File: config.mk
export PLATFORM = sky130hd
export DESIGN_NAME = cms_top
export DESIGN_NICKNAME = d
export VERILOG_FILES = /design/src/inc/cms_pkg.sv /design/src/logic/cms_top.sv /design/src/logic/cms_timer.sv /design/src/logic/cms_axil.sv
export VERILOG_INCLUDE_DIRS = /design/src /design/src/inc
export SDC_FILE = /design/constraint.sdc
export NUM_CORES = 1
export LEC_CHECK = 0
export BUFFER_PORTS_ARGS = -buffer_cell sky130_fd_sc_hd__buf_2
export CORE_ASPECT_RATIO = 1.75
export CORE_MARGIN = 4
export CORE_UTILIZATION = 54
export DETAILED_ROUTE_END_ITERATION = 16
export GPL_ROUTABILITY_DRIVEN = 1
export GPL_TIMING_DRIVEN = 0
export MAX_ROUTING_LAYER = met4
export PLACE_DENSITY = 0.83
export SLEW_MARGIN = 15
export SYNTH_ARGS = -nofsm -noshare
export SYNTH_HDL_FRONTEND = slang
export SYNTH_SLANG_ARGS = --single-unit
File: constraint.sdc
create_clock -name mclk -period 2.6 [get_ports mclk]
set_input_delay 0.52 -clock mclk [delete_from_list [all_inputs] [get_ports mclk]]
set_output_delay 0.52 -clock mclk [all_outputs]
set_load 0.01 [all_outputs]
File: src/inc/cms_cfg.svh
// Purpose: Timing, register and reset constants of the charger sequencer.
// Assumes: mclk runs at 50 MHz.
// Notes: Cycle counts are derived from the times in their own units.
`ifndef CMS_CFG_SVH
`define CMS_CFG_SVH
`define CMS_CLK_NS 64'h14
`define CMS_T_SAMPLE_NS 64'd532000
`define CMS_T_DET_PU_MS 64'd100
`define CMS_T_DET_NOPU_MS 64'd570
`define CMS_T_PERSIST_NS 64'd5000
`define CMS_T_PRE_MIN 64'd30
`define CMS_T_FAST_H 64'd10
`define CMS_T_BOOST_MIN 64'd1
`define CMS_NS_PER_MS 64'd1000000
`define CMS_NS_PER_MIN 64'd60000000000
`define CMS_CYC_SAMPLE ((`CMS_T_SAMPLE_NS + `CMS_CLK_NS - 64'h1) / `CMS_CLK_NS)
`define CMS_CYC_DET_PU (`CMS_T_DET_PU_MS * `CMS_NS_PER_MS / `CMS_CLK_NS)
`define CMS_CYC_DET_NOPU (`CMS_T_DET_NOPU_MS * `CMS_NS_PER_MS / `CMS_CLK_NS)
`define CMS_CYC_PERSIST ((`CMS_T_PERSIST_NS + `CMS_CLK_NS - 64'h1) / `CMS_CLK_NS)
`define CMS_CYC_PRE (`CMS_T_PRE_MIN * `CMS_NS_PER_MIN / `CMS_CLK_NS)
`define CMS_CYC_FAST (`CMS_T_FAST_H * 64'd60 * `CMS_NS_PER_MIN / `CMS_CLK_NS)
`define CMS_CYC_BOOST (`CMS_T_BOOST_MIN * `CMS_NS_PER_MIN / `CMS_CLK_NS)
`define CMS_OFS_CTRL 8'h00
`define CMS_OFS_STATUS 8'h04
`define CMS_CTRL_RST 32'h0000_0001
`define CMS_CTRL_MASK 32'h0000_0001
`define CMS_CTRL_EN_BIT 0
`define CMS_RESP_OKAY 2'h0
`define CMS_RESP_DECERR 2'h3
`endif

File: src/inc/cms_pkg.sv
// Purpose: Types shared by the charger sequencer files.
// Assumes: Nothing beyond SystemVerilog packages.
// Notes: Constants live in cms_cfg.svh.
package cms_pkg;
   typedef enum logic [1:0] {
      LIM_PROG = 2'h0,
      LIM_100 = 2'h1,
      LIM_500 = 2'h2
   } cms_lim_t;
   typedef enum logic [2:0] {
      ST_OFF = 3'h0,
      ST_PRE = 3'h1,
      ST_FAST = 3'h3,
      ST_DONE = 3'h2,
      ST_BYP = 3'h6,
      ST_TOUT = 3'h4
   } cms_state_t;
   typedef struct packed {
      logic ts_low;
      logic ts_high;
      logic below0;
      logic below10;
      logic above45;
      logic above60;
   } cms_temp_t;
   typedef struct packed {
      logic above_rch;
      logic below_rch;
      logic above_lowv;
      logic taper;
      logic batt_present;
      logic thermal_reg;
      logic fold_reg;
      logic usb_limit;
   } cms_sense_t;
   typedef struct packed {
      logic charge_en;
      logic half_current;
      logic vreg_reduced;
      logic term_en;
      logic term_boost;
      logic precharge;
      logic bat_detect_run;
   } cms_ctl_t;
   typedef struct packed {
      logic [20:0] rsvd;
      logic pg;
      logic fast_exp;
      logic pre_exp;
      logic chg_on;
      logic released;
      logic det_done;
      cms_lim_t lim;
      cms_state_t state;
   } cms_status_t;
endpackage

File: src/logic/cms_top.sv
// Purpose: Mode sequencer of a single-cell linear charger.
// Assumes: Analog comparators and the source detector deliver clean levels.
// Notes: Open-drain status pin: oe_n low means the pin is pulled low.
`include "cms_cfg.svh"
`timescale 1ns/1ps
`default_nettype none
// Function
// Pin low: programmed current; float: 100mA; high: 500mA.
// Detected source mode holds until the pin changes.
// Store pin level 532 us after power up.
// Detection ends 100 ms after pull-up, else 570 ms.
// Pin off stored level over 5 us releases detected mode.
// Host waits 600 ms after 3.4 V before driving pin.
// Temperature zones at 0, 10, 45, 60 degrees.
// 0 to 10 degrees halves current.
// 45 to 60 degrees lowers target to 4.1 V.
// Above 60 or below 0 degrees, no charge.
// Temp pin low disables; high enters bypass.
// Bypass entry resets timer, stops termination, detects.
// Bypass: no battery or taper releases status.
// Bypass exit detects and starts a new cycle.
// Pre-charge timer of 30 minutes.
// Fast timer 10 hours, half rate when limited.
// Timer expiry ends charge, releases status.
// Timers reset on disable, power cycle, bypass.
// Taper above recharge level releases status, detects, ends.
// Detect at bypass edges, when missing, at power-up (code: at power-up only above recharge level).
// No detect in bypass or temperature fault.
// Drop to recharge level restarts charge quietly.
// Termination threshold plus 14 percent in first minute.
// Status asserted only in first charge cycle.
// Pre-charge to fast above 2.5 V.
// Synchronise pin; count the 5 us check.
module cms_top #(
   parameter int AW = 8,
   parameter logic [63:0] CYC_SAMPLE = `CMS_CYC_SAMPLE,
   parameter logic [63:0] CYC_DET_PU = `CMS_CYC_DET_PU,
   parameter logic [63:0] CYC_DET_NOPU = `CMS_CYC_DET_NOPU,
   parameter logic [63:0] CYC_PRE = `CMS_CYC_PRE,
   parameter logic [63:0] CYC_FAST = `CMS_CYC_FAST,
   parameter logic [63:0] CYC_BOOST = `CMS_CYC_BOOST
) (
   input wire logic mclk,
   input wire logic rst_n,
   input wire logic in_power_ok,
   input wire logic input_limit_select_hi,
   input wire logic input_limit_select_lo,
   input wire logic src_usb_pullup,
   input wire logic src_dedicated,
   input wire cms_pkg::cms_temp_t temp,
   input wire cms_pkg::cms_sense_t sense,
   output cms_pkg::cms_lim_t input_limit_mode,
   output cms_pkg::cms_ctl_t ctl,
   output logic charge_status_out_o,
   output logic charge_status_out_oe_n,
   output logic power_good_out,
   input wire logic [AW-1:0] s_axi_awaddr,
   input wire logic s_axi_awvalid,
   output logic s_axi_awready,
   input wire logic [31:0] s_axi_wdata,
   input wire logic [3:0] s_axi_wstrb,
   input wire logic s_axi_wvalid,
   output logic s_axi_wready,
   output logic [1:0] s_axi_bresp,
   output logic s_axi_bvalid,
   input wire logic s_axi_bready,
   input wire logic [AW-1:0] s_axi_araddr,
   input wire logic s_axi_arvalid,
   output logic s_axi_arready,
   output logic [31:0] s_axi_rdata,
   output logic [1:0] s_axi_rresp,
   output logic s_axi_rvalid,
   input wire logic s_axi_rready
);
   localparam int TW = 42;
   localparam int SW = $clog2(CYC_SAMPLE + 64'h1);
   localparam int DW = $clog2(CYC_DET_NOPU + 64'h1);
   localparam int PW = 9;
   localparam logic [PW-1:0] PERSIST = PW'(`CMS_CYC_PERSIST);

   typedef struct packed {
      logic [1:0] sync1;
      logic [1:0] sync2;
      logic [SW-1:0] smp_cnt;
      logic smp_done;
      cms_pkg::cms_lim_t stored;
      logic pu_seen;
      logic [DW-1:0] det_cnt;
      logic det_done;
      cms_pkg::cms_lim_t det_mode;
      logic released;
      logic [PW-1:0] per_cnt;
      cms_pkg::cms_lim_t lim;
      cms_pkg::cms_state_t state;
      logic chg_oe_n;
      logic pg;
      cms_pkg::cms_ctl_t ctl;
   } cms_top_st_t;

   cms_top_st_t st_ff;
   cms_top_st_t nxt_st;
   logic [31:0] ctrl_word;
   cms_pkg::cms_status_t status;
   cms_pkg::cms_lim_t pin_lvl;
   logic disabled;
   logic bypass;
   logic fault;
   logic charging;
   logic start;
   logic det_evt;
   logic clr_safety;
   logic pre_exp;
   logic fast_exp;
   logic boost_exp;

   // ************************************************************
   // Limit pin level and temperature classification
   // ************************************************************
   always_comb begin
      if (st_ff.sync2[1]) begin
         pin_lvl = cms_pkg::LIM_500;
      end else if (st_ff.sync2[0]) begin
         pin_lvl = cms_pkg::LIM_PROG;
      end else begin
         pin_lvl = cms_pkg::LIM_100;
      end
   end

   // A pulled-low temperature pin acts as a chip disable.
   assign disabled = !ctrl_word[`CMS_CTRL_EN_BIT] || temp.ts_low;
   assign bypass = temp.ts_high && !temp.ts_low;
   assign fault = temp.below0 || temp.above60; // see R7
   assign charging = (st_ff.state == cms_pkg::ST_PRE) ||
                     (st_ff.state == cms_pkg::ST_FAST) ||
                     (st_ff.state == cms_pkg::ST_BYP);

   // ************************************************************
   // Next state
   // ************************************************************
   always_comb begin
      nxt_st = st_ff;
      start = 1'h0;
      det_evt = 1'h0;
      // The first stage feeds only the second stage.
      nxt_st.sync1 = {input_limit_select_hi, input_limit_select_lo};
      nxt_st.sync2 = st_ff.sync1;
      nxt_st.pg = in_power_ok;

      if (!st_ff.smp_done) begin
         if (st_ff.smp_cnt == SW'(CYC_SAMPLE)) begin
            nxt_st.smp_done = 1'h1;
            nxt_st.stored = pin_lvl;
         end else begin
            nxt_st.smp_cnt = st_ff.smp_cnt + 1'b1;
         end
      end

      // The detection window restarts when a data-line pull-up first shows.
      if (!st_ff.det_done) begin
         nxt_st.det_cnt = st_ff.det_cnt + 1'b1;
         if (src_usb_pullup && !st_ff.pu_seen) begin
            nxt_st.pu_seen = 1'h1;
            nxt_st.det_cnt = '0;
         end else if (st_ff.pu_seen ? (st_ff.det_cnt == DW'(CYC_DET_PU)) :
                      (st_ff.det_cnt == DW'(CYC_DET_NOPU))) begin
            nxt_st.det_done = 1'h1;
            nxt_st.det_mode = src_dedicated ? cms_pkg::LIM_PROG :
                              cms_pkg::LIM_100;
         end
      end

      if (st_ff.det_done && st_ff.smp_done && !st_ff.released) begin
         if (pin_lvl != st_ff.stored) begin
            if (st_ff.per_cnt == PERSIST) begin
               nxt_st.released = 1'h1;
            end else begin
               nxt_st.per_cnt = st_ff.per_cnt + 1'b1;
            end
         end else begin
            nxt_st.per_cnt = '0;
         end
      end

      if (st_ff.released) begin
         nxt_st.lim = pin_lvl; // see R1
      end else if (st_ff.det_done) begin
         nxt_st.lim = st_ff.det_mode;
      end else begin
         nxt_st.lim = cms_pkg::LIM_100;
      end

      // ---- Charge sequencing ----
      if (disabled) begin
         nxt_st.state = cms_pkg::ST_OFF;
         nxt_st.chg_oe_n = 1'h1;
      end else if (bypass) begin
         if (st_ff.state != cms_pkg::ST_BYP) begin
            nxt_st.state = cms_pkg::ST_BYP;
            det_evt = 1'h1; // see R12
         end
         if (!sense.batt_present || sense.taper) begin
            nxt_st.chg_oe_n = 1'h1;
         end
      end else begin
         unique case (st_ff.state)
            cms_pkg::ST_OFF: begin
               // Enabling or powering up starts a first charge.
               nxt_st.state = cms_pkg::ST_PRE;
               nxt_st.chg_oe_n = 1'h0;
               start = 1'h1;
               det_evt = sense.above_rch;
            end
            cms_pkg::ST_BYP: begin
               nxt_st.state = cms_pkg::ST_PRE;
               start = 1'h1;
               det_evt = 1'h1; // see R14
            end
            cms_pkg::ST_PRE: begin
               if (pre_exp) begin
                  nxt_st.state = cms_pkg::ST_TOUT;
                  nxt_st.chg_oe_n = 1'h1;
               end else if (sense.above_lowv) begin
                  nxt_st.state = cms_pkg::ST_FAST;
               end
            end
            cms_pkg::ST_FAST: begin
               if (fast_exp) begin
                  nxt_st.state = cms_pkg::ST_TOUT;
                  nxt_st.chg_oe_n = 1'h1;
               end else if (sense.above_rch && sense.taper) begin
                  nxt_st.chg_oe_n = 1'h1;
                  det_evt = 1'h1;
                  if (sense.batt_present) begin
                     nxt_st.state = cms_pkg::ST_DONE;
                  end
               end
            end
            cms_pkg::ST_DONE: begin
               if (sense.below_rch) begin
                  // The status pin is left as it is on a refresh.
                  nxt_st.state = cms_pkg::ST_PRE; // see R22
                  start = 1'h1;
               end
            end
            cms_pkg::ST_TOUT: begin
               nxt_st.state = cms_pkg::ST_TOUT;
            end
            default: begin
               nxt_st.state = cms_pkg::ST_OFF;
            end
         endcase
         if (!sense.batt_present) begin
            nxt_st.chg_oe_n = 1'h1;
         end
      end

      // ---- Outputs toward the analog loops ----
      nxt_st.ctl.charge_en = charging && !disabled && !fault;
      nxt_st.ctl.half_current = temp.below10 && !temp.below0;
      nxt_st.ctl.vreg_reduced = temp.above45 && !temp.above60;
      nxt_st.ctl.term_en = !bypass;
      nxt_st.ctl.term_boost = charging && !boost_exp;
      nxt_st.ctl.precharge = charging && !sense.above_lowv;
      nxt_st.ctl.bat_detect_run = !fault && !disabled &&
         (det_evt || (!sense.batt_present && !bypass)); // see R20

      // A power cycle restarts detection and the whole sequence.
      if (!in_power_ok) begin
         nxt_st = '0;
         nxt_st.chg_oe_n = 1'h1;
         start = 1'h0;
         det_evt = 1'h0;
      end
   end

   always_ff @(posedge mclk or negedge rst_n) begin
      if (!rst_n) begin
         st_ff <= '0;
         st_ff.chg_oe_n <= 1'h1;
      end else begin
         st_ff <= nxt_st;
      end
   end

   // ************************************************************
   // Safety and first-minute timers
   // ************************************************************
   assign clr_safety = !in_power_ok || disabled || bypass || start; // see R12

   cms_timer #(
      .W(TW),
      .LIMIT(CYC_PRE[TW-1:0])
   ) u_pre_timer (
      .mclk(mclk),
      .rst_n(rst_n),
      .clear(clr_safety),
      .run((st_ff.state == cms_pkg::ST_PRE) && !fault),
      .half(1'h0),
      .expired(pre_exp)
   );

   cms_timer #(
      .W(TW),
      .LIMIT(CYC_FAST[TW-1:0])
   ) u_fast_timer (
      .mclk(mclk),
      .rst_n(rst_n),
      .clear(clr_safety),
      .run((st_ff.state == cms_pkg::ST_FAST) && !fault),
      .half(sense.thermal_reg || sense.fold_reg || sense.usb_limit),
      .expired(fast_exp)
   );

   cms_timer #(
      .W(TW),
      .LIMIT(CYC_BOOST[TW-1:0])
   ) u_boost_timer (
      .mclk(mclk),
      .rst_n(rst_n),
      .clear(start || !in_power_ok || disabled),
      .run(charging),
      .half(1'h0),
      .expired(boost_exp)
   );

   // ************************************************************
   // Register bus
   // ************************************************************
   always_comb begin
      status = '0;
      status.pg = st_ff.pg;
      status.fast_exp = fast_exp;
      status.pre_exp = pre_exp;
      status.chg_on = !st_ff.chg_oe_n;
      status.released = st_ff.released;
      status.det_done = st_ff.det_done;
      status.lim = st_ff.lim;
      status.state = st_ff.state;
   end

   cms_axil #(
      .AW(AW)
   ) u_axil (
      .mclk(mclk),
      .rst_n(rst_n),
      .s_axi_awaddr(s_axi_awaddr),
      .s_axi_awvalid(s_axi_awvalid),
      .s_axi_awready(s_axi_awready),
      .s_axi_wdata(s_axi_wdata),
      .s_axi_wstrb(s_axi_wstrb),
      .s_axi_wvalid(s_axi_wvalid),
      .s_axi_wready(s_axi_wready),
      .s_axi_bresp(s_axi_bresp),
      .s_axi_bvalid(s_axi_bvalid),
      .s_axi_bready(s_axi_bready),
      .s_axi_araddr(s_axi_araddr),
      .s_axi_arvalid(s_axi_arvalid),
      .s_axi_arready(s_axi_arready),
      .s_axi_rdata(s_axi_rdata),
      .s_axi_rresp(s_axi_rresp),
      .s_axi_rvalid(s_axi_rvalid),
      .s_axi_rready(s_axi_rready),
      .status_word(status),
      .ctrl_word(ctrl_word)
   );

   // ************************************************************
   // Pin outputs
   // ************************************************************
   assign input_limit_mode = st_ff.lim;
   assign ctl = st_ff.ctl;
   assign charge_status_out_o = 1'h0;
   assign charge_status_out_oe_n = st_ff.chg_oe_n;
   assign power_good_out = st_ff.pg;
endmodule // cms_top
`default_nettype wire

File: src/logic/cms_timer.sv
// Purpose: Safety timer with optional half-rate counting.
// Assumes: clear has priority over run.
// Notes: expired stays high until clear.
`timescale 1ns/1ps
`default_nettype none
module cms_timer #(
   parameter int W = 41,
   parameter logic [W-1:0] LIMIT = '1
) (
   input wire logic mclk,
   input wire logic rst_n,
   input wire logic clear,
   input wire logic run,
   input wire logic half,
   output logic expired
);
   typedef struct packed {
      logic [W-1:0] cnt;
      logic phase;
      logic done;
   } cms_tmr_st_t;
   cms_tmr_st_t st_ff;
   cms_tmr_st_t nxt_st;

   always_comb begin
      nxt_st = st_ff;
      if (clear) begin
         nxt_st = '0;
      end else if (run && !st_ff.done) begin
         nxt_st.phase = ~st_ff.phase;
         if (!half || st_ff.phase) begin
            if (st_ff.cnt == LIMIT - 1'b1) begin
               nxt_st.done = 1'h1;
            end else begin
               nxt_st.cnt = st_ff.cnt + 1'b1;
            end
         end
      end
   end

   always_ff @(posedge mclk or negedge rst_n) begin
      if (!rst_n) begin
         st_ff <= '0;
      end else begin
         st_ff <= nxt_st;
      end
   end

   assign expired = st_ff.done;
endmodule // cms_timer
`default_nettype wire

File: src/logic/cms_axil.sv
// Purpose: AXI4-Lite slave holding the control word and reading status.
// Assumes: One write and one read outstanding at most.
// Notes: Unmapped addresses answer DECERR, reads return zero.
`include "cms_cfg.svh"
`timescale 1ns/1ps
`default_nettype none
module cms_axil #(
   parameter int AW = 8
) (
   input wire logic mclk,
   input wire logic rst_n,
   input wire logic [AW-1:0] s_axi_awaddr,
   input wire logic s_axi_awvalid,
   output logic s_axi_awready,
   input wire logic [31:0] s_axi_wdata,
   input wire logic [3:0] s_axi_wstrb,
   input wire logic s_axi_wvalid,
   output logic s_axi_wready,
   output logic [1:0] s_axi_bresp,
   output logic s_axi_bvalid,
   input wire logic s_axi_bready,
   input wire logic [AW-1:0] s_axi_araddr,
   input wire logic s_axi_arvalid,
   output logic s_axi_arready,
   output logic [31:0] s_axi_rdata,
   output logic [1:0] s_axi_rresp,
   output logic s_axi_rvalid,
   input wire logic s_axi_rready,
   input wire logic [31:0] status_word,
   output logic [31:0] ctrl_word
);
   typedef struct packed {
      logic aw_held;
      logic [AW-1:0] awaddr;
      logic w_held;
      logic [31:0] wdata;
      logic [3:0] wstrb;
      logic awready;
      logic wready;
      logic bvalid;
      logic [1:0] bresp;
      logic arready;
      logic rvalid;
      logic [31:0] rdata;
      logic [1:0] rresp;
      logic [31:0] ctrl;
   } cms_axi_st_t;
   cms_axi_st_t st_ff;
   cms_axi_st_t nxt_st;

   function automatic logic is_at(input logic [AW-1:0] a, input logic [7:0] ofs);
      is_at = ({a[AW-1:2], 2'h0} == AW'(ofs));
   endfunction

   always_comb begin
      nxt_st = st_ff;
      if (s_axi_awvalid && st_ff.awready) begin
         nxt_st.aw_held = 1'h1;
         nxt_st.awaddr = s_axi_awaddr;
      end
      if (s_axi_wvalid && st_ff.wready) begin
         nxt_st.w_held = 1'h1;
         nxt_st.wdata = s_axi_wdata;
         nxt_st.wstrb = s_axi_wstrb;
      end
      if (st_ff.bvalid && s_axi_bready) begin
         nxt_st.bvalid = 1'h0;
      end
      if (st_ff.aw_held && st_ff.w_held && !st_ff.bvalid) begin
         nxt_st.aw_held = 1'h0;
         nxt_st.w_held = 1'h0;
         nxt_st.bvalid = 1'h1;
         nxt_st.bresp = `CMS_RESP_OKAY;
         if (is_at(st_ff.awaddr, `CMS_OFS_CTRL)) begin
            for (int i = 0; i < 4; i++) begin
               if (st_ff.wstrb[i]) begin
                  nxt_st.ctrl[i*8 +: 8] = st_ff.wdata[i*8 +: 8];
               end
            end
            nxt_st.ctrl = nxt_st.ctrl & `CMS_CTRL_MASK;
         end else if (!is_at(st_ff.awaddr, `CMS_OFS_STATUS)) begin
            nxt_st.bresp = `CMS_RESP_DECERR;
         end
      end
      if (st_ff.rvalid && s_axi_rready) begin
         nxt_st.rvalid = 1'h0;
      end
      if (s_axi_arvalid && st_ff.arready) begin
         nxt_st.rvalid = 1'h1;
         nxt_st.rresp = `CMS_RESP_OKAY;
         nxt_st.rdata = 32'h0;
         if (is_at(s_axi_araddr, `CMS_OFS_CTRL)) begin
            nxt_st.rdata = st_ff.ctrl;
         end else if (is_at(s_axi_araddr, `CMS_OFS_STATUS)) begin
            nxt_st.rdata = status_word;
         end else begin
            nxt_st.rresp = `CMS_RESP_DECERR;
         end
      end
      nxt_st.awready = !nxt_st.aw_held && !nxt_st.bvalid;
      nxt_st.wready = !nxt_st.w_held && !nxt_st.bvalid;
      nxt_st.arready = !nxt_st.rvalid;
   end

   always_ff @(posedge mclk or negedge rst_n) begin
      if (!rst_n) begin
         st_ff <= '0;
         st_ff.ctrl <= `CMS_CTRL_RST;
      end else begin
         st_ff <= nxt_st;
      end
   end

   assign s_axi_awready = st_ff.awready;
   assign s_axi_wready = st_ff.wready;
   assign s_axi_bresp = st_ff.bresp;
   assign s_axi_bvalid = st_ff.bvalid;
   assign s_axi_arready = st_ff.arready;
   assign s_axi_rdata = st_ff.rdata;
   assign s_axi_rresp = st_ff.rresp;
   assign s_axi_rvalid = st_ff.rvalid;
   assign ctrl_word = st_ff.ctrl;
endmodule // cms_axil
`default_nettype wire

==> impl_results.md <==
* Multi-input gate area at 6471 um2
* Synth top area cells: dfrtp_1, o21ai_0, a21oi_1, nand4_1, nand2_1
* Critical path type: reg -> reg
* Post-detail-place hpwl at 23.90 mm
* First-pass GRT wire length at 55.66 mm
* Leak at 0.005942 uW
* Clk_lat worst skew at 0.51 ns
* Synth unique cells at 71
* Max Slew Vio Count at 0
* Crit path cell chain: buf_6, nand2b_4, a2111o_1, or4b_4, buf_8, or4_1, a21oi_1
* Share of layout cells above drive strength 1 at 16.06%
* TritonCTS Buffers at 23
* CTS tree: yes
* Slowest stage delay, CP at 0.55 ns
* Critical Path End Type: flop
* Maximum vdd ir drop at 619.4 uV
* CORE AREA at 23,330 um2
* Slew margin rel. at 32.97%
* Actual slew at the worst max-slew pin at 0.9802 ns
* Synth area leader: dfrtp_1
* Slowest-stage cell, CP: or4b_4
* Initial antenna violation count at 0
* Placed cells at 1,808
* Die X at 124.4 um
* IO Port Bufs at 70
* Outcome: complete, no violations
* Vias at 11.93k
* Syn_area_per_cell at 9.071 um2
* # fillers at 1,899
* CTS Buffer Depth at 3
* Final Hold Viols at 0
* Worst min path class: in -> reg
* DRC at 0
* Layout Cells excl Fill at 1,861
* DR vias/cell at 6.410
* Largest net degree at the start of global routing at 103
* Io pins at 131
* CP arrival at 3.00 ns
* Buf/Inv on CP at 2
* Hold WS at 0.2040 ns
* FMAX at 389.4 MHz
* Final setup viols at 0
* Core Rows at 74
* Die Y-Extent at 211.7 um
* Critical Path Start Type: flop
* Clock skew at 0.01196 ns
* Crit share post-route at 98.76%
* Top-area cell type share of the netlist area at 45.17%
* Cell area after synthesis at 12,800 um2
* Wirelength per Cell at 18.43 um
* Register area at 5838 um2
* Starting utilization of the core area at 54.85%
* Max-cap violation count at 0
* Mapped Cells at 1,411
* Post-synthesis async set-or-reset flop share at 100.0%
* WL final at 34.29 mm
* Overall power at 7929 uW
* Die area at 26,330 um2
* Top FF cell, synth: dfrtp_1
* Final min period at 2.568 ns
* Nets@finish at 1,628
* Total number of H-tree levels at 1
* # diodes at 0
* Yosys reg bits at 233
* Req. time, crit path at 3.03 ns
* CP Max Fanout at 8
* Placer Congestion at 0.9325
* RSZ-0062 raised after global routing: yes
* GRT Total Usage at 25.75%
* Most frequent cells in the layout: dfrtp_1, nand2_1, o21ai_0
* DRT iter0 DRCs at 930
* PwrDens at 536.6 nW/um2
* Syn. warnings at 0
* Number of global-route vias before repair at 11.60k
* First-pass DRT Iterations at 6
* Area Growth Syn to Fin at 15.45%
* Crit path max-delay family: simple AND/OR/NAND/NOR gates
* Clk sink count at 233
* Root Buffer: clkbuf_16
* Clk pin slew, worst setup/hold paths at 0.07 ns
* Antenna Nets Post-Route at 0
* EDFF count, synth at 0
* Commonest non-fill, non-tap cell in the layout: dfrtp_1
* Register area share after synthesis at 45.58%
* Grt total ovfl at 0
-- per-layer routing --
metal	vias up	track usage [%]	part of all wire [%]
met5	-	-	0
met4	0	12.18	5.0
met3	132	2.550	5.0
met2	482	47.96	54
met1	5833	27.21	36
li1	5482	-	-
-- registers in the layout, indices dropped and copies added (netlist names), 2 cells and up --
name                 flops
ctl                      7
input_limit_mode         2
st_ff                   63
u_axil.s_axi_rdata      11
u_axil.st_ff            10
u_boost_timer.st_ff     42
u_fast_timer.st_ff      43
u_pre_timer.st_ff       42
-- cells by family after synthesis --
family                     synth area share, %
other                                  0.02930
DFF                                      45.58
muxes                                    1.818
and+or+nand+nor                          28.48
buffers and inverters                    5.885
AOI/OAI and AO/OA                        15.21
adders and majority gates               0.8799
xor gates and xnor gates                 2.121
-- report_power, final --
part           internal (uW)  switching (uW)  total, uW
registers               3770             104       3880
logic                    274             357        631
clock network           2010            1410       3420
-- metrics by stage --
step / cell area (um2) / util (%) / worst slack, ns / TNS, ns
floorplan: 12880 / - / 0.1543 / 0
global placement: 13610 / 58.32 / -3.122 / -785.68
detailed placement: 13670 / 58.60 / -0.7924 / -49.18
CTS: 14620 / 62.64 / -0.005957 / -0.005957
global route: 14780 / 63.33 / -0.03964 / -0.1629
finish: 14780 / 63.33 / 0.03221 / 0
-- Yosys cell counts, types with 31 or more instances --
master / n
a21oi_1: 99
buf_4: 46
clkbuf_1: 56
dfrtp_1: 231
inv_1: 31
nand2_1: 123
nand3_1: 82
nand4_1: 78
nor2_1: 67
nor4_1: 35
o21ai_0: 107
o31ai_1: 35
or3_1: 52
or4_1: 60
-- worst paths after layout --
check / start / endpoint / slack (ns) / cells after the start
min in group asynchronous: rst_n / st_ff[49] / 0.47 / 2
worst max-delay path: st_ff[11] / u_boost_timer.st_ff[35] / 0.03 / 7
max in group asynchronous: rst_n / u_fast_timer.st_ff[9] / 0.85 / 4
worst max register to register: st_ff[11] / u_boost_timer.st_ff[35] / 0.03 / 7
worst min register to register: st_ff[74] / st_ff[72] / 0.48 / 1
worst min-delay path: sense[3] / charge_status_out_oe_n / 0.20 / 2
-- area by class of cell --
type,instances,share of cell area [%]
Buffer,112,4.403
Inverter,31,0.7875
Timing Repair Buffer,89,3.692
Sequential cell,233,39.51
Tap cell,304,2.574
Clock inverter,4,0.3049
Multi-Input combinational cell,1051,43.80
Clock buffer,37,4.928
-- timing repair --
action                                  CTS  global route
endpoints found under the setup margin  118            68
pin swaps                                 1             8
resized for setup                        40            21
hold buffers                              1             0
hold endpoints to repair                 38             0
buffers inserted                          2            14
Power figures use the tool's default switching activity.
